`config.mk`:
```
export PLATFORM = sky130hd
export DESIGN_NAME = imfb_bank
export DESIGN_NICKNAME = d
export VERILOG_FILES = /design/src/shared/imfb_pkg.sv /design/src/logic/imfb_bank.sv /design/src/logic/imfb_sticky.sv
export SDC_FILE = /design/constraint.sdc
export NUM_CORES = 1
export LEC_CHECK = 0
export BUFFER_PORTS_ARGS = -buffer_cell sky130_fd_sc_hd__buf_2
export CAP_MARGIN = 15
export CELL_PAD_IN_SITES_DETAIL_PLACEMENT = 0
export CELL_PAD_IN_SITES_GLOBAL_PLACEMENT = 1
export CORE_MARGIN = 1
export CORE_UTILIZATION = 36
export DETAILED_ROUTE_END_ITERATION = 8
export PLACE_DENSITY = 0.85
export SLEW_MARGIN = 30
export SYNTH_ARGS = -nofsm -noshare
export SYNTH_HDL_FRONTEND = slang
export SYNTH_SLANG_ARGS = --single-unit
```
`constraint.sdc`:
```
create_clock -name clk -period 2.5 [get_ports clk]
set_clock_uncertainty 0.15 [all_clocks]
set_input_delay 0.125 -clock clk [delete_from_list [all_inputs] [get_ports clk]]
set_output_delay 0.125 -clock clk [all_outputs]
set_load 0.05 [all_outputs]
```
`src/shared/imfb_pkg.sv`:
```
// Package: register map, field layout and types of the interrupt mask and flag bank
package imfb_pkg;
    // Register indices; byte address is index times four
    localparam int IDX_W = 16;
    localparam int ADDR_LSB = 2;
    localparam logic [15:0] IDX_KG0_EN = 16'hffe4;
    localparam logic [15:0] IDX_KG12_EN = 16'hffe5;
    localparam logic [15:0] IDX_TICK_EN = 16'hffe6;
    localparam logic [15:0] IDX_CONV_EN = 16'hffe7;
    localparam logic [15:0] IDX_PT_PEND = 16'hfff2;
    localparam logic [15:0] IDX_SER_PEND = 16'hfff3;
    localparam logic [15:0] IDX_KG0_PEND = 16'hfff4;
    localparam logic [15:0] IDX_KG12_PEND = 16'hfff5;
    localparam logic [15:0] IDX_TICK_PEND = 16'hfff6;
    localparam logic [15:0] IDX_CONV_PEND = 16'hfff7;
    localparam logic [15:0] IDX_EVT_STS = 16'hfff8;
    localparam logic [15:0] IDX_EVT_MSK = 16'hfff9;
    // Bit positions inside a 4-bit register
    localparam int BIT_D0 = 0;
    localparam int BIT_D1 = 1;
    localparam int BIT_D2 = 2;
    localparam int BIT_D3 = 3;
    localparam int NIB_W = 4;
    localparam int SRC_W = 11;
    // Reset values
    localparam logic [10:0] SRC_RESET = 11'h000;
    localparam logic [31:0] DATA_ZERO = 32'h0000_0000;
    // Bus responses
    localparam logic [1:0] RESP_OKAY = 2'h0;
    localparam logic [1:0] RESP_SLVERR = 2'h2;
    // One bit per interrupt source
    typedef struct packed {
        logic converter_done;
        logic tick1;
        logic tick2;
        logic tick8;
        logic tick16;
        logic key_group2;
        logic key_group1;
        logic key_group0;
        logic serial;
        logic prog_timer1;
        logic prog_timer0;
    } imfb_src_t;
    // Write channel state
    typedef enum logic [1:0] {
        WR_COLLECT = 2'b01,
        WR_RESP = 2'b10
    } imfb_wr_state_t;
    // Read channel state
    typedef enum logic [1:0] {
        RD_IDLE = 2'b01,
        RD_DATA = 2'b10
    } imfb_rd_state_t;
endpackage : imfb_pkg

```
`src/logic/imfb_bank.sv`:
```
// Module: interrupt mask and factor flag bank with an AXI4-Lite register slave
//
// Notes on behaviour
// - Key group 0 enable at ffe4 bit 0
// - Key groups 2/1 enables at ffe5 bits 1/0
// - Tick enables 1/2/8/16 Hz at ffe6
// - Converter done enable at ffe7 bit 0
// - Flags read cause; write one clears
// - Timer 1/0 flags at fff2 bits 1/0
// - Serial flag at fff3 bit 0
// - Key flags at fff4 and fff5
// - Tick flags 1/2/8/16 Hz at fff6
// - Unused bits read zero, writes ignored
`timescale 1ns/10ps
module imfb_bank #(
    parameter int ADDR_W = 18 // Byte address width
) (
    input wire logic clk, // System clock, 250 MHz
    input wire logic rst_n, // Asynchronous reset, active low
    input wire logic [ADDR_W-1:0] s_axi_awaddr, // Write address
    input wire logic s_axi_awvalid, // Write address valid
    output logic s_axi_awready, // Write address ready
    input wire logic [31:0] s_axi_wdata, // Write data
    input wire logic [3:0] s_axi_wstrb, // Write byte strobes
    input wire logic s_axi_wvalid, // Write data valid
    output logic s_axi_wready, // Write data ready
    output logic [1:0] s_axi_bresp, // Write response
    output logic s_axi_bvalid, // Write response valid
    input wire logic s_axi_bready, // Write response ready
    input wire logic [ADDR_W-1:0] s_axi_araddr, // Read address
    input wire logic s_axi_arvalid, // Read address valid
    output logic s_axi_arready, // Read address ready
    output logic [31:0] s_axi_rdata, // Read data
    output logic [1:0] s_axi_rresp, // Read response
    output logic s_axi_rvalid, // Read data valid
    input wire logic s_axi_rready, // Read data ready
    input wire imfb_pkg::imfb_src_t src_evt, // Cause pulses, one per source
    input wire logic [2:0] ext_enable, // Outside enables: serial, timer 1, timer 0
    output logic irq // Interrupt request level
);
    // Index needs the full 16 bits above the word offset
    generate
        if (ADDR_W < imfb_pkg::IDX_W + imfb_pkg::ADDR_LSB) begin : g_chk
            $error("imfb_bank: ADDR_W too narrow for the register map");
        end
    endgenerate

    // True for every index that holds a register
    function automatic logic idx_known(input logic [15:0] idx);
        unique case (idx)
            imfb_pkg::IDX_KG0_EN, imfb_pkg::IDX_KG12_EN,
            imfb_pkg::IDX_TICK_EN, imfb_pkg::IDX_CONV_EN,
            imfb_pkg::IDX_PT_PEND, imfb_pkg::IDX_SER_PEND,
            imfb_pkg::IDX_KG0_PEND, imfb_pkg::IDX_KG12_PEND,
            imfb_pkg::IDX_TICK_PEND, imfb_pkg::IDX_CONV_PEND,
            imfb_pkg::IDX_EVT_STS, imfb_pkg::IDX_EVT_MSK: idx_known = 1'b1;
            default: idx_known = 1'b0;
        endcase
    endfunction : idx_known

    // Word index of a byte address
    function automatic logic [15:0] to_idx(input logic [ADDR_W-1:0] a);
        to_idx = a[imfb_pkg::ADDR_LSB +: imfb_pkg::IDX_W];
    endfunction : to_idx

    imfb_pkg::imfb_wr_state_t wr_state_reg, wr_state_next; // Write channel state
    imfb_pkg::imfb_rd_state_t rd_state_reg, rd_state_next; // Read channel state
    logic aw_have_reg, aw_have_next; // Write address held
    logic w_have_reg, w_have_next; // Write data held
    logic [15:0] aw_idx_reg, aw_idx_next; // Held write index
    logic [31:0] w_data_reg, w_data_next; // Held write data
    logic w_lane0_reg, w_lane0_next; // Byte lane 0 strobe held
    logic [1:0] bresp_reg, bresp_next; // Write response
    logic [31:0] rdata_reg, rdata_next; // Read data
    logic [1:0] rresp_reg, rresp_next; // Read response
    logic [15:0] rd_idx_reg, rd_idx_next; // Index of last read, for checking
    imfb_pkg::imfb_src_t en_reg, en_next; // Local enable bits
    imfb_pkg::imfb_src_t evt_msk_reg, evt_msk_next; // Event status mask
    imfb_pkg::imfb_src_t pend, pend_clr; // Factor flags and their clears
    imfb_pkg::imfb_src_t sts, sts_clr; // Event status and its clears
    imfb_pkg::imfb_src_t eff_en; // Enables as seen by the request
    logic irq_reg, irq_next; // Registered request
    logic wr_go; // Both halves of a write are held
    logic wr_ok; // Write hits a register
    logic wr_l0; // Write touches the register lane
    logic ar_fire; // Read address taken
    logic [15:0] ar_idx; // Index of the read being taken
    logic [3:0] wn; // Low nibble of the write data

    assign wr_go = (wr_state_reg == imfb_pkg::WR_COLLECT) & aw_have_reg & w_have_reg;
    assign wr_ok = idx_known(aw_idx_reg);
    assign wr_l0 = wr_go & wr_ok & w_lane0_reg;
    assign wn = w_data_reg[imfb_pkg::NIB_W-1:0];
    assign ar_fire = s_axi_arvalid & s_axi_arready;
    assign ar_idx = to_idx(s_axi_araddr);

    // Each channel is ready until its half of the write is held
    assign s_axi_awready = (wr_state_reg == imfb_pkg::WR_COLLECT) & ~aw_have_reg;
    assign s_axi_wready = (wr_state_reg == imfb_pkg::WR_COLLECT) & ~w_have_reg;
    assign s_axi_bvalid = (wr_state_reg == imfb_pkg::WR_RESP);
    assign s_axi_bresp = bresp_reg;
    assign s_axi_arready = (rd_state_reg == imfb_pkg::RD_IDLE);
    assign s_axi_rvalid = (rd_state_reg == imfb_pkg::RD_DATA);
    assign s_axi_rdata = rdata_reg;
    assign s_axi_rresp = rresp_reg;
    assign irq = irq_reg;

    // Write channel: take address and data in either order, answer once both are in
    always_comb begin
        wr_state_next = wr_state_reg;
        aw_have_next = aw_have_reg;
        w_have_next = w_have_reg;
        aw_idx_next = aw_idx_reg;
        w_data_next = w_data_reg;
        w_lane0_next = w_lane0_reg;
        bresp_next = bresp_reg;
        unique case (wr_state_reg)
            imfb_pkg::WR_COLLECT: begin
                if (s_axi_awvalid && s_axi_awready) begin
                    aw_have_next = 1'b1;
                    aw_idx_next = to_idx(s_axi_awaddr);
                end
                if (s_axi_wvalid && s_axi_wready) begin
                    w_have_next = 1'b1;
                    w_data_next = s_axi_wdata;
                    w_lane0_next = s_axi_wstrb[0];
                end
                if (wr_go) begin
                    // Unmapped index gets an error, nothing is stored
                    bresp_next = wr_ok ? imfb_pkg::RESP_OKAY : imfb_pkg::RESP_SLVERR;
                    aw_have_next = 1'b0;
                    w_have_next = 1'b0;
                    wr_state_next = imfb_pkg::WR_RESP;
                end
            end
            imfb_pkg::WR_RESP: begin
                if (s_axi_bready) begin
                    wr_state_next = imfb_pkg::WR_COLLECT;
                end
            end
        endcase
    end

    // Write channel registers
    always_ff @(posedge clk or negedge rst_n) begin
        if (!rst_n) begin
            wr_state_reg <= imfb_pkg::WR_COLLECT;
            aw_have_reg <= 1'b0;
            w_have_reg <= 1'b0;
            aw_idx_reg <= '0;
            w_data_reg <= imfb_pkg::DATA_ZERO;
            w_lane0_reg <= 1'b0;
            bresp_reg <= imfb_pkg::RESP_OKAY;
        end else begin
            wr_state_reg <= wr_state_next;
            aw_have_reg <= aw_have_next;
            w_have_reg <= w_have_next;
            aw_idx_reg <= aw_idx_next;
            w_data_reg <= w_data_next;
            w_lane0_reg <= w_lane0_next;
            bresp_reg <= bresp_next;
        end
    end

    // Enable registers; only documented bit positions are stored
    always_comb begin
        en_next = en_reg;
        evt_msk_next = evt_msk_reg;
        if (wr_l0) begin
            unique case (aw_idx_reg)
                imfb_pkg::IDX_KG0_EN: begin
                    en_next.key_group0 = wn[imfb_pkg::BIT_D0];
                end
                imfb_pkg::IDX_KG12_EN: begin
                    en_next.key_group2 = wn[imfb_pkg::BIT_D1];
                    en_next.key_group1 = wn[imfb_pkg::BIT_D0];
                end
                imfb_pkg::IDX_TICK_EN: begin
                    en_next.tick1 = wn[imfb_pkg::BIT_D3];
                    en_next.tick2 = wn[imfb_pkg::BIT_D2];
                    en_next.tick8 = wn[imfb_pkg::BIT_D1];
                    en_next.tick16 = wn[imfb_pkg::BIT_D0];
                end
                imfb_pkg::IDX_CONV_EN: begin
                    en_next.converter_done = wn[imfb_pkg::BIT_D0];
                end
                imfb_pkg::IDX_EVT_MSK: begin
                    evt_msk_next = w_data_reg[imfb_pkg::SRC_W-1:0];
                end
                default: begin
                    // Flag registers are handled by the clear logic
                end
            endcase
        end
    end

    // Enable registers, cleared at reset
    always_ff @(posedge clk or negedge rst_n) begin
        if (!rst_n) begin
            en_reg <= imfb_pkg::SRC_RESET;
            evt_msk_reg <= imfb_pkg::SRC_RESET;
        end else begin
            en_reg <= en_next;
            evt_msk_reg <= evt_msk_next;
        end
    end

    // Write-one-to-clear decode; a zero leaves the flag alone
    always_comb begin
        pend_clr = imfb_pkg::SRC_RESET;
        if (wr_l0) begin
            unique case (aw_idx_reg)
                imfb_pkg::IDX_PT_PEND: begin
                    pend_clr.prog_timer1 = wn[imfb_pkg::BIT_D1];
                    pend_clr.prog_timer0 = wn[imfb_pkg::BIT_D0];
                end
                imfb_pkg::IDX_SER_PEND: begin
                    pend_clr.serial = wn[imfb_pkg::BIT_D0];
                end
                imfb_pkg::IDX_KG0_PEND: begin
                    pend_clr.key_group0 = wn[imfb_pkg::BIT_D0];
                end
                imfb_pkg::IDX_KG12_PEND: begin
                    pend_clr.key_group2 = wn[imfb_pkg::BIT_D1];
                    pend_clr.key_group1 = wn[imfb_pkg::BIT_D0];
                end
                imfb_pkg::IDX_TICK_PEND: begin
                    pend_clr.tick1 = wn[imfb_pkg::BIT_D3];
                    pend_clr.tick2 = wn[imfb_pkg::BIT_D2];
                    pend_clr.tick8 = wn[imfb_pkg::BIT_D1];
                    pend_clr.tick16 = wn[imfb_pkg::BIT_D0];
                end
                imfb_pkg::IDX_CONV_PEND: begin
                    pend_clr.converter_done = wn[imfb_pkg::BIT_D0];
                end
                default: begin
                    // Enable registers have nothing to clear
                end
            endcase
        end
    end

    // Factor flags; an event in the clearing cycle keeps its flag
    imfb_sticky #(.W(imfb_pkg::SRC_W)) u_pend (
        .clk(clk),
        .rst_n(rst_n),
        .set(src_evt),
        .clr(pend_clr),
        .q(pend)
    );

    // Event status is cleared whole by a read of its register
    assign sts_clr = (ar_fire && ar_idx == imfb_pkg::IDX_EVT_STS) ? '1 : imfb_pkg::SRC_RESET;

    // Sticky event record, same layout as the flags
    imfb_sticky #(.W(imfb_pkg::SRC_W)) u_sts (
        .clk(clk),
        .rst_n(rst_n),
        .set(src_evt),
        .clr(sts_clr),
        .q(sts)
    );

    // Read channel: data is registered, so the answer comes one cycle after ar
    always_comb begin
        rd_state_next = rd_state_reg;
        rdata_next = rdata_reg;
        rresp_next = rresp_reg;
        rd_idx_next = rd_idx_reg;
        unique case (rd_state_reg)
            imfb_pkg::RD_IDLE: begin
                if (ar_fire) begin
                    rd_idx_next = ar_idx;
                    rdata_next = imfb_pkg::DATA_ZERO;
                    rresp_next = idx_known(ar_idx) ? imfb_pkg::RESP_OKAY
                                                   : imfb_pkg::RESP_SLVERR;
                    unique case (ar_idx)
                        imfb_pkg::IDX_KG0_EN: rdata_next[0] = en_reg.key_group0;
                        imfb_pkg::IDX_KG12_EN:
                            rdata_next[1:0] = {en_reg.key_group2, en_reg.key_group1};
                        imfb_pkg::IDX_TICK_EN: rdata_next[3:0] = {en_reg.tick1,
                            en_reg.tick2, en_reg.tick8, en_reg.tick16};
                        imfb_pkg::IDX_CONV_EN: rdata_next[0] = en_reg.converter_done;
                        imfb_pkg::IDX_PT_PEND:
                            rdata_next[1:0] = {pend.prog_timer1, pend.prog_timer0};
                        imfb_pkg::IDX_SER_PEND: rdata_next[0] = pend.serial;
                        imfb_pkg::IDX_KG0_PEND: rdata_next[0] = pend.key_group0;
                        imfb_pkg::IDX_KG12_PEND:
                            rdata_next[1:0] = {pend.key_group2, pend.key_group1};
                        imfb_pkg::IDX_TICK_PEND: rdata_next[3:0] = {pend.tick1,
                            pend.tick2, pend.tick8, pend.tick16};
                        imfb_pkg::IDX_CONV_PEND: rdata_next[0] = pend.converter_done;
                        imfb_pkg::IDX_EVT_STS: rdata_next[10:0] = sts;
                        imfb_pkg::IDX_EVT_MSK: rdata_next[10:0] = evt_msk_reg;
                        default: rdata_next = imfb_pkg::DATA_ZERO;
                    endcase
                    rd_state_next = imfb_pkg::RD_DATA;
                end
            end
            imfb_pkg::RD_DATA: begin
                if (s_axi_rready) begin
                    rd_state_next = imfb_pkg::RD_IDLE;
                end
            end
        endcase
    end

    // Read channel registers
    always_ff @(posedge clk or negedge rst_n) begin
        if (!rst_n) begin
            rd_state_reg <= imfb_pkg::RD_IDLE;
            rdata_reg <= imfb_pkg::DATA_ZERO;
            rresp_reg <= imfb_pkg::RESP_OKAY;
            rd_idx_reg <= '0;
        end else begin
            rd_state_reg <= rd_state_next;
            rdata_reg <= rdata_next;
            rresp_reg <= rresp_next;
            rd_idx_reg <= rd_idx_next;
        end
    end

    // Timer and serial enables live elsewhere and arrive as levels
    always_comb begin
        eff_en = en_reg;
        eff_en.serial = ext_enable[2];
        eff_en.prog_timer1 = ext_enable[1];
        eff_en.prog_timer0 = ext_enable[0];
    end

    // Request level; registered so the pin never glitches on decode
    always_comb begin
        irq_next = (|(pend & eff_en)) | (|(sts & evt_msk_reg));
    end

    // Request register
    always_ff @(posedge clk or negedge rst_n) begin
        if (!rst_n) begin
            irq_reg <= 1'b0;
        end else begin
            irq_reg <= irq_next;
        end
    end
endmodule : imfb_bank

```
`src/logic/imfb_sticky.sv`:
```
// Module: bank of sticky flags where a set beats a clear in the same cycle
`timescale 1ns/10ps
module imfb_sticky #(
    parameter int W = 11 // Number of flags
) (
    input wire logic clk, // System clock
    input wire logic rst_n, // Asynchronous reset, active low
    input wire logic [W-1:0] set, // Set pulses, one per flag
    input wire logic [W-1:0] clr, // Clear pulses, one per flag
    output logic [W-1:0] q // Flag state
);
    logic [W-1:0] q_reg; // Stored flags
    logic [W-1:0] q_next; // Next flag state

    generate
        if (W < 1) begin : g_chk
            $error("imfb_sticky: W must be at least 1");
        end
    endgenerate

    // Clear first, then set, so an event in the clear cycle survives
    always_comb begin
        q_next = (q_reg & ~clr) | set;
    end

    // Flags register
    always_ff @(posedge clk or negedge rst_n) begin
        if (!rst_n) begin
            q_reg <= '0;
        end else begin
            q_reg <= q_next;
        end
    end

    assign q = q_reg;
endmodule : imfb_sticky

```
==> Implementation_results.wiki, run 1 <==
{| class="wikitable"
! Metric !! Value
|-
| Max rail drop VDD || 0.511 mV
|-
| Power per unit of standard cell area || 776 nW/um2
|-
| Final-report setup violation count || 0
|-
| Overall via count from detail_route || 3249
|-
| Xor and xnor fraction of the mapped netlist area || 0%
|-
| Register clock-pin slew on the reported worst setup and hold paths || 0.06 ns
|-
| Adder-cell share of the synthesized area || 0%
|-
| Pin count of the biggest net entering global routing || 47
|-
| Wire length of the first global-routing pass || 16.3 mm
|-
| Number of global-route vias before repair || 3284
|-
| Placeable core region || 11500 um2
|-
| Number of hold-slack violations in the final timing report || 0
|-
| Setup bufs post-CTS || 0
|-
| EDFF count, synth || 0
|-
| Arrival time of the worst setup path || 2.49 ns
|-
| Number of design rule violations left after detail routing || 0
|-
| Die Footprint || 12200 um2
|-
| Normalized max-slew margin || 61.6%
|-
| WL per Instance || 15.6 um
|-
| Peak clock frequency supported by timing || 414 MHz
|-
| Area of combinational cells with multiple inputs || 1860 um2
|-
| Filler Cells Inserted || 1044
|-
| Lkg Pwr || 2.50 nW
|-
| Hold Crit Class || in -> reg
|-
| Post-synthesis to final-layout area growth || 30.5%
|-
| Most instantiated flip-flop cell in the synthesis netlist || sky130_fd_sc_hd__dfrtp_1
|-
| Root cell of the clock tree || sky130_fd_sc_hd__clkbuf_16
|-
| TritonCTS clock tree || built
|-
| Largest fanout of any net on the critical path || 11
|-
| FF+latch count, synth || 89
|-
| Commonest non-fill, non-tap cells in the layout || sky130_fd_sc_hd__dfrtp_1 (87), sky130_fd_sc_hd__buf_2 (82), sky130_fd_sc_hd__mux2_2 (49)
|-
| Area of the mapped netlist || 4250 um2
|-
| Synth Instances || 355
|-
| Antenna violations before repair || 0
|-
| Portion of the clock cycle consumed by the worst path in the final layout || 96.6%
|-
| Yosys warns || 0
|-
| Net count, final || 583
|-
| Largest register FFs || 16
|-
| Area fraction in compound gates after synthesis || 10.1%
|-
| Final weighted congestion in routability-driven placement || 0.869
|-
| Iteration-0 DRC count of the detailed router || 147
|-
| Most common library cell in the layout ignoring fill and taps || sky130_fd_sc_hd__dfrtp_1
|-
| WHS Path Cells || 5
|-
| Aggregate global-route resource usage || 16.8%
|-
| # Max-Cap Violations || 0
|-
| Critical Path Source Type || flop
|-
| Summed negative setup slack over all endpoints || 0 ns
|-
| Final Max Slew Viols || 0
|-
| Share of synthesized area spent on multiplexers || 17.0%
|-
| CTS HTree Levels || 3
|-
| Worst Setup End Kind || flop
|-
| Die Span X || 111 um
|-
| Post-synth cell types || 49
|-
| Simple-gate area share of the yosys netlist || 14.3%
|-
| Setup CP Type || reg -> reg
|-
| Number of antenna cells inserted || 0
|-
| Cell count of the worst reg-to-reg path || 5
|-
| Total clock buffers created by CTS || 9
|-
| Detailed Place HPWL || 7.27 mm
|-
| Total Wirelength || 9.97 mm
|-
| Fraction of the yosys area taken by sequential cells || 52.5%
|-
| Seq. cell area || 2230 um2
|-
| Max Buffers Root-to-Sink || 2
|-
| Mean cell area of the mapped netlist || 12.0 um2
|-
| Detailed Routing Iterations Pass 1 || 4
|-
| Total global routing overflow || 0
|-
| Total number of placement rows || 39
|-
| Combinational family with the most area after synthesis || multiplexers
|-
| Time the final worst path needs with I/O delays and setup || 2.42 ns
|-
| Die outline height || 111 um
|-
| Remaining antenna violation count || 0
|-
| Worst path required time || 2.57 ns
|-
| Run status || finished, final reports clean
|-
| Transition time at the pin with the least slew margin || 0.574 ns
|-
| Share of cells above drive strength 1 || 33.9%
|-
| Final Util || 48.4%
|-
| Clock insertion delay at the later pin of the skew report || 0.34 ns
|-
| Proportion of register bits with asynchronous set or reset after synthesis || 100%
|-
| Initial Util || 37.1%
|-
| Number of clock sinks || 89
|-
| Port Buffer Count || 83
|-
| Via density per instance || 5.09
|-
| Setup repair after global routing missed its margin || false
|-
| I/O pin cnt || 135
|}
[worst paths after layout]
| kind | startpoint | slack [ns] | to |
|---|---|---|---|
| max in group asynchronous | rst_n | 1.31 | wr_state_reg[0]$_DFFE_PN1P_ |
| worst max register to register | wr_state_reg[0]$_DFFE_PN1P_ | 0.08 | eff_en[3]$_DFFE_PN0P_ |
| min in group asynchronous | rst_n | 0.17 | s_axi_rdata[5]$_DFFE_PN0P_ |
| worst max-delay path | wr_state_reg[0]$_DFFE_PN1P_ | 0.08 | eff_en[3]$_DFFE_PN0P_ |
| worst min-delay path | ext_enable[0] | 0.03 | irq$_DFF_PN0_ |
| worst min register to register | s_axi_rdata[2]$_DFFE_PN0P_ | 0.32 | s_axi_rdata[2]$_DFFE_PN0P_ |
[critical path, cell delays in order, from the launching register on]
cell	delay (ns)
sky130_fd_sc_hd__dfstp_2	0.56
sky130_fd_sc_hd__nand4b_2	0.15
sky130_fd_sc_hd__or4_4	0.59
sky130_fd_sc_hd__buf_4	0.22
sky130_fd_sc_hd__nor4b_2	0.27
sky130_fd_sc_hd__mux2_2	0.37
[Yosys cell counts, types with 5 or more instances]
cell type | n | area share, %
sky130_fd_sc_hd__nor2_1 | 10 | 0.88
sky130_fd_sc_hd__nand4_1 | 11 | 1.6
sky130_fd_sc_hd__nand3_1 | 7 | 0.82
sky130_fd_sc_hd__mux2i_1 | 17 | 4.0
sky130_fd_sc_hd__a22oi_1 | 5 | 0.88
sky130_fd_sc_hd__buf_4 | 23 | 4.1
sky130_fd_sc_hd__nand2b_1 | 10 | 1.5
sky130_fd_sc_hd__a21o_1 | 15 | 2.6
sky130_fd_sc_hd__clkbuf_1 | 9 | 0.79
sky130_fd_sc_hd__o31ai_1 | 7 | 1.2
sky130_fd_sc_hd__o21ai_0 | 10 | 1.2
sky130_fd_sc_hd__mux2_2 | 49 | 13
sky130_fd_sc_hd__nor3_1 | 5 | 0.59
sky130_fd_sc_hd__a21oi_1 | 6 | 0.71
sky130_fd_sc_hd__dfrtp_1 | 87 | 51
sky130_fd_sc_hd__nand2_1 | 21 | 1.9
[report_power, final]
part	switching, mW	leakage, nW	internal, mW
logic	0.571	1.31	0.450
clock network	0.577	0.132	0.709
registers	0.273	1.05	1.72
[per-layer routing]
metal	GRT usage (%)	vias to the layer above	share of wire [%]
met5	0	-	0
met4	4.80	0	1.6
met3	4.65	13	5.5
met2	28.3	125	49
met1	21.0	1582	44
li1	-	1529	-
[per-stage QoR]
step | cells | area [um2] | total power, mW | hold WS (ns) | setup slack (ns)
after global routing | 638 | 5550 | 4.53 | 0.0569 | 0.0216
after detailed placement | 576 | 4790 | 2.97 | 0.00738 | 0.0298
after CTS | 638 | 5540 | 4.33 | 0.0261 | 0.0247
final | 638 | 5550 | 4.30 | 0.0313 | 0.0845
after global placement | 576 | 4790 | 2.92 | 0.000877 | 0.0842
after floorplan | 377 | 4340 | 2.68 | -0.321 | 0.104
[cell families after synthesis]
logic type	Yosys count
and+or+nand+nor	96
DFF	89
AOI/OAI and AO/OA	62
muxes	66
buffers and inverters	41
other	1
[what timing repair did]
action	in CTS	in global routing
endpoints found under the hold margin	99	0
endpoints found under the setup margin	0	4
hold buffers	46	0
gates resized for setup	0	1
[layout make-up]
class,instances,share of cell area [%]
well taps,143,3.23
clock buffers,10,4.31
clock inverters,6,0.880
flip-flops and latches,89,40.2
inverters,4,0.271
repair buffers,139,17.6
multi-input cells,247,33.5
Power figures use the tool's default switching activity.
==> inputs of run 2 (changes only) <==
--- a/config.mk
+++ b/config.mk
@@ -9,6 +9,7 @@
 export CAP_MARGIN = 15
 export CELL_PAD_IN_SITES_DETAIL_PLACEMENT = 0
 export CELL_PAD_IN_SITES_GLOBAL_PLACEMENT = 1
+export CORE_ASPECT_RATIO = 1.2
 export CORE_MARGIN = 1
 export CORE_UTILIZATION = 36
 export DETAILED_ROUTE_END_ITERATION = 8
==> run 2 against run 1 <==
  * Via count up 0.40%
  * Combinational power about the same
  * Largest power group unchanged
  * Critical path type unchanged
  * Non-clock buffer count up 2
==> Implementation_results.wiki, run 2 (synthesized netlist as in run 1, its figures left out) <==
{| class="wikitable"
! Metric !! Value
|-
| Run status || finished, final reports clean (unchanged)
|-
| Post-synthesis to final-layout area growth || 31.3% (was 30.5%)
|-
| Overall via count from detail_route || 3262 (was 3249)
|-
| Area of combinational cells with multiple inputs || 1860 um2 (unchanged)
|-
| Port Buffer Count || 83 (unchanged)
|-
| I/O pin cnt || 135 (unchanged)
|-
| Startpoint of the worst hold path || s_axi_araddr[5] (was ext_enable[0])
|-
| Register clock-pin slew on the reported worst setup and hold paths || 0.07 ns (was 0.06 ns)
|-
| Number of design rule violations left after detail routing || 0 (unchanged)
|-
| Portion of the clock cycle consumed by the worst path in the final layout || 97.5% (was 96.6%)
|-
| Detailed Routing Iterations Pass 1 || 4 (unchanged)
|-
| Number of hold-slack violations in the final timing report || 0 (unchanged)
|-
| Max rail drop VDD || 0.531 mV (was 0.511 mV)
|-
| Setup bufs post-CTS || 0 (unchanged)
|-
| Share of power burned in the clock network || 31.2% (was 29.9%)
|-
| Number of global-route vias before repair || 3406 (was 3284)
|-
| Remaining antenna violation count || 0 (unchanged)
|-
| Number of placed instances with taps included || 592 (was 576)
|-
| Lkg Pwr || 2.51 nW (was 2.50 nW)
|-
| Peak clock frequency supported by timing || 410 MHz (was 414 MHz)
|-
| CP Buf/Inv Count || 1 (unchanged)
|-
| Worst path required time || 2.57 ns (about the same)
|-
| Antenna violations before repair || 0 (unchanged)
|-
| Number of clock sinks || 89 (unchanged)
|-
| Int Pwr || 2.94 mW (was 2.88 mW)
|-
| Worst stage delay on the critical path || 0.60 ns (was 0.59 ns)
|-
| Setup repair after global routing missed its margin || false (unchanged)
|-
| Number of antenna cells inserted || 0 (unchanged)
|-
| Share of cells above drive strength 1 || 34.2% (was 33.9%)
|-
| Largest fanout of any net on the critical path || 8 (was 11)
|-
| Final Max Slew Viols || 0 (unchanged)
|-
| Max Buffers Root-to-Sink || 2 (unchanged)
|-
| Critical Path Source Type || flop (unchanged)
|-
| Initial Util || 36.9% (was 37.1%)
|-
| Sw Pwr || 1.44 mW (was 1.42 mW)
|-
| Most common library cell in the layout ignoring fill and taps || sky130_fd_sc_hd__dfrtp_1 (unchanged)
|-
| CP Cell Sequence || nand4b_2 > or4_4 > buf_4 > nor3_4 > mux2_2 (was nand4b_2 > or4_4 > buf_4 > nor4b_2 > mux2_2)
|-
| Iteration-0 DRC count of the detailed router || 171 (was 147)
|-
| TritonCTS clock tree || built (unchanged)
|-
| Via density per instance || 4.99 (was 5.09)
|-
| Largest register FFs || 16 (unchanged)
|-
| Final weighted congestion in routability-driven placement || 0.800 (was 0.869)
|-
| Total number of placement rows || 43 (was 39)
|-
| WHS Path Cells || 4 (was 5)
|-
| Root cell of the clock tree || sky130_fd_sc_hd__clkbuf_16 (unchanged)
|-
| Die Span X || 101 um (was 111 um)
|-
| Arrival time of the worst setup path || 2.51 ns (was 2.49 ns)
|-
| Cell count of the worst reg-to-reg path || 5 (unchanged)
|-
| Slack of the worst reg-to-reg path || 0.06 ns (was 0.08 ns)
|-
| Wire length of the first global-routing pass || 16.8 mm (was 16.3 mm)
|-
| Filler Cells Inserted || 1038 (was 1044)
|-
| Time the final worst path needs with I/O delays and setup || 2.44 ns (was 2.42 ns)
|-
| WL per Instance || 15.6 um (about the same)
|-
| Final-report setup violation count || 0 (unchanged)
|-
| Net count, final || 585 (was 583)
|-
| Clock insertion delay at the later pin of the skew report || 0.33 ns (was 0.34 ns)
|-
| Setup CP Type || reg -> reg (unchanged)
|-
| Endpoint, Worst Hold || s_axi_rdata[0]$_DFFE_PN0P_ (was irq$_DFF_PN0_)
|-
| Non-filler cells in the finished layout || 654 (was 638)
|-
| Fraction of power consumed by combinational cells || 22.5% (was 23.7%)
|-
| Pin count of the biggest net entering global routing || 52 (was 47)
|-
| Normalized max-slew margin || 56.8% (was 61.6%)
|-
| Transition time at the pin with the least slew margin || 0.648 ns (was 0.574 ns)
|-
| Part of the total power dissipated in sequential elements || 46.4% (about the same)
|-
| Total global routing overflow || 0 (unchanged)
|-
| Reg-to-Reg End || eff_en[8]$_DFFE_PN0P_ (was eff_en[3]$_DFFE_PN0P_)
|-
| Slowest stage cell on the critical path || sky130_fd_sc_hd__or4_4 (unchanged)
|-
| Seq. cell area || 2230 um2 (unchanged)
|-
| CP delay by family, top || simple AND/OR/NAND/NOR gates (unchanged)
|-
| Die outline height || 121 um (was 111 um)
|-
| Worst Setup End Kind || flop (unchanged)
|-
| Power per unit of standard cell area || 785 nW/um2 (was 776 nW/um2)
|-
| CTS HTree Levels || 3 (unchanged)
|-
| Hold Crit Class || in -> reg (unchanged)
|-
| Final Util || 48.5% (was 48.4%)
|-
| Summed negative setup slack over all endpoints || 0 ns (unchanged)
|-
| Detailed Place HPWL || 7.32 mm (was 7.27 mm)
|-
| Die Footprint || 12200 um2 (about the same)
|-
| Commonest non-fill, non-tap cells in the layout || sky130_fd_sc_hd__dfrtp_1 (87), sky130_fd_sc_hd__buf_2 (82), sky130_fd_sc_hd__mux2_2 (49) (unchanged)
|-
| Placeable core region || 11500 um2 (about the same)
|-
| FF-to-FF Start || wr_state_reg[0]$_DFFE_PN1P_ (unchanged)
|-
| Net Sw Frac || 32.8% (was 33.0%)
|-
| # Max-Cap Violations || 0 (unchanged)
|-
| Aggregate global-route resource usage || 17.9% (was 16.8%)
|-
| Total clock buffers created by CTS || 9 (unchanged)
|-
| Total Wirelength || 10.2 mm (was 9.97 mm)
|}
-- run 2: cell types whose count changed in the layout (fill, tap and decap cells not counted) --
cell                         delta
sky130_fd_sc_hd__clkinv_2       +1
sky130_fd_sc_hd__buf_12         -1
sky130_fd_sc_hd__buf_4          +3
sky130_fd_sc_hd__clkbuf_8       -1
sky130_fd_sc_hd__clkinvlp_4     -1
sky130_fd_sc_hd__bufinv_16      +1
-- run 2: timing repair --
action | CTS | global route
pin swaps | 0 | 1
hold buffers | 46 | 0
endpoints found under the setup margin | 4 | 3
resized for setup | 1 | 0
hold endpoints to repair | 104 | 0
-- run 2: per-layer routing --
layer	track usage [%]	vias to the layer above	routed length, um
met2	32.2	99	5410
met5	0	-	0
li1	-	1535	-
met3	2.88	11	389
met4	6.25	0	122
met1	21.2	1617	4270
-- run 2: area by class of cell --
class | instances | share of cell area [%]
flip-flops and latches | 89 | 39.9
multi-input cells | 247 | 33.3
repair buffers | 141 | 17.6
clock buffers | 9 | 4.03
well taps | 157 | 3.52
clock inverters | 7 | 1.37
inverters | 4 | 0.269
-- run 2: tightest hold or removal path, stage by stage --
cell	delay (ns)
sky130_fd_sc_hd__buf_2	0.11
sky130_fd_sc_hd__inv_1	0.06
sky130_fd_sc_hd__o211ai_1	0.08
sky130_fd_sc_hd__a31oi_1	0.09
-- run 2: per-stage QoR --
step	hold WS [ns]	cell area, um2	power, mW	setup WS, ns
3_3_place_gp	0.0385	4810	2.92	0.0586
2_1_floorplan	-0.321	4340	2.68	0.104
3_5_place_dp	0.0488	4810	2.98	0.00488
5_1_grt	0.0416	5580	4.59	0.0153
6_report	0.0230	5580	4.38	0.0618
4_1_cts	0.0213	5580	4.41	0.0382
-- run 2: how the worst max path moves through the flow --
stage / start / end / slack [ns] / cells past startpoint
after global routing: wr_state_reg[0]$_DFFE_PN1P_ / eff_en[4]$_DFFE_PN0P_ / 0.02 / 5
after floorplan: wr_state_reg[0]$_DFFE_PN1P_ / aw_idx_reg[10]$_DFFE_PN0P_ / 0.10 / 6
after global placement: wr_state_reg[0]$_DFFE_PN1P_ / eff_en[9]$_DFFE_PN0P_ / 0.06 / 5
after CTS: wr_state_reg[0]$_DFFE_PN1P_ / evt_msk_reg[0]$_DFFE_PN0P_ / 0.04 / 5
after detailed placement: wr_state_reg[0]$_DFFE_PN1P_ / eff_en[8]$_DFFE_PN0P_ / 0.005 / 5
final: wr_state_reg[0]$_DFFE_PN1P_ / eff_en[8]$_DFFE_PN0P_ / 0.06 / 5
-- run 2: power by group through the flow --
stage	Sequential [mW]	Clock, mW	Combinational [mW]
floorplan	1.99	0	0.691
global placement	2.03	0	0.887
detailed placement	2.05	0	0.926
CTS	2.03	1.39	0.989
global route	2.07	1.45	1.07
finish	2.03	1.37	0.986
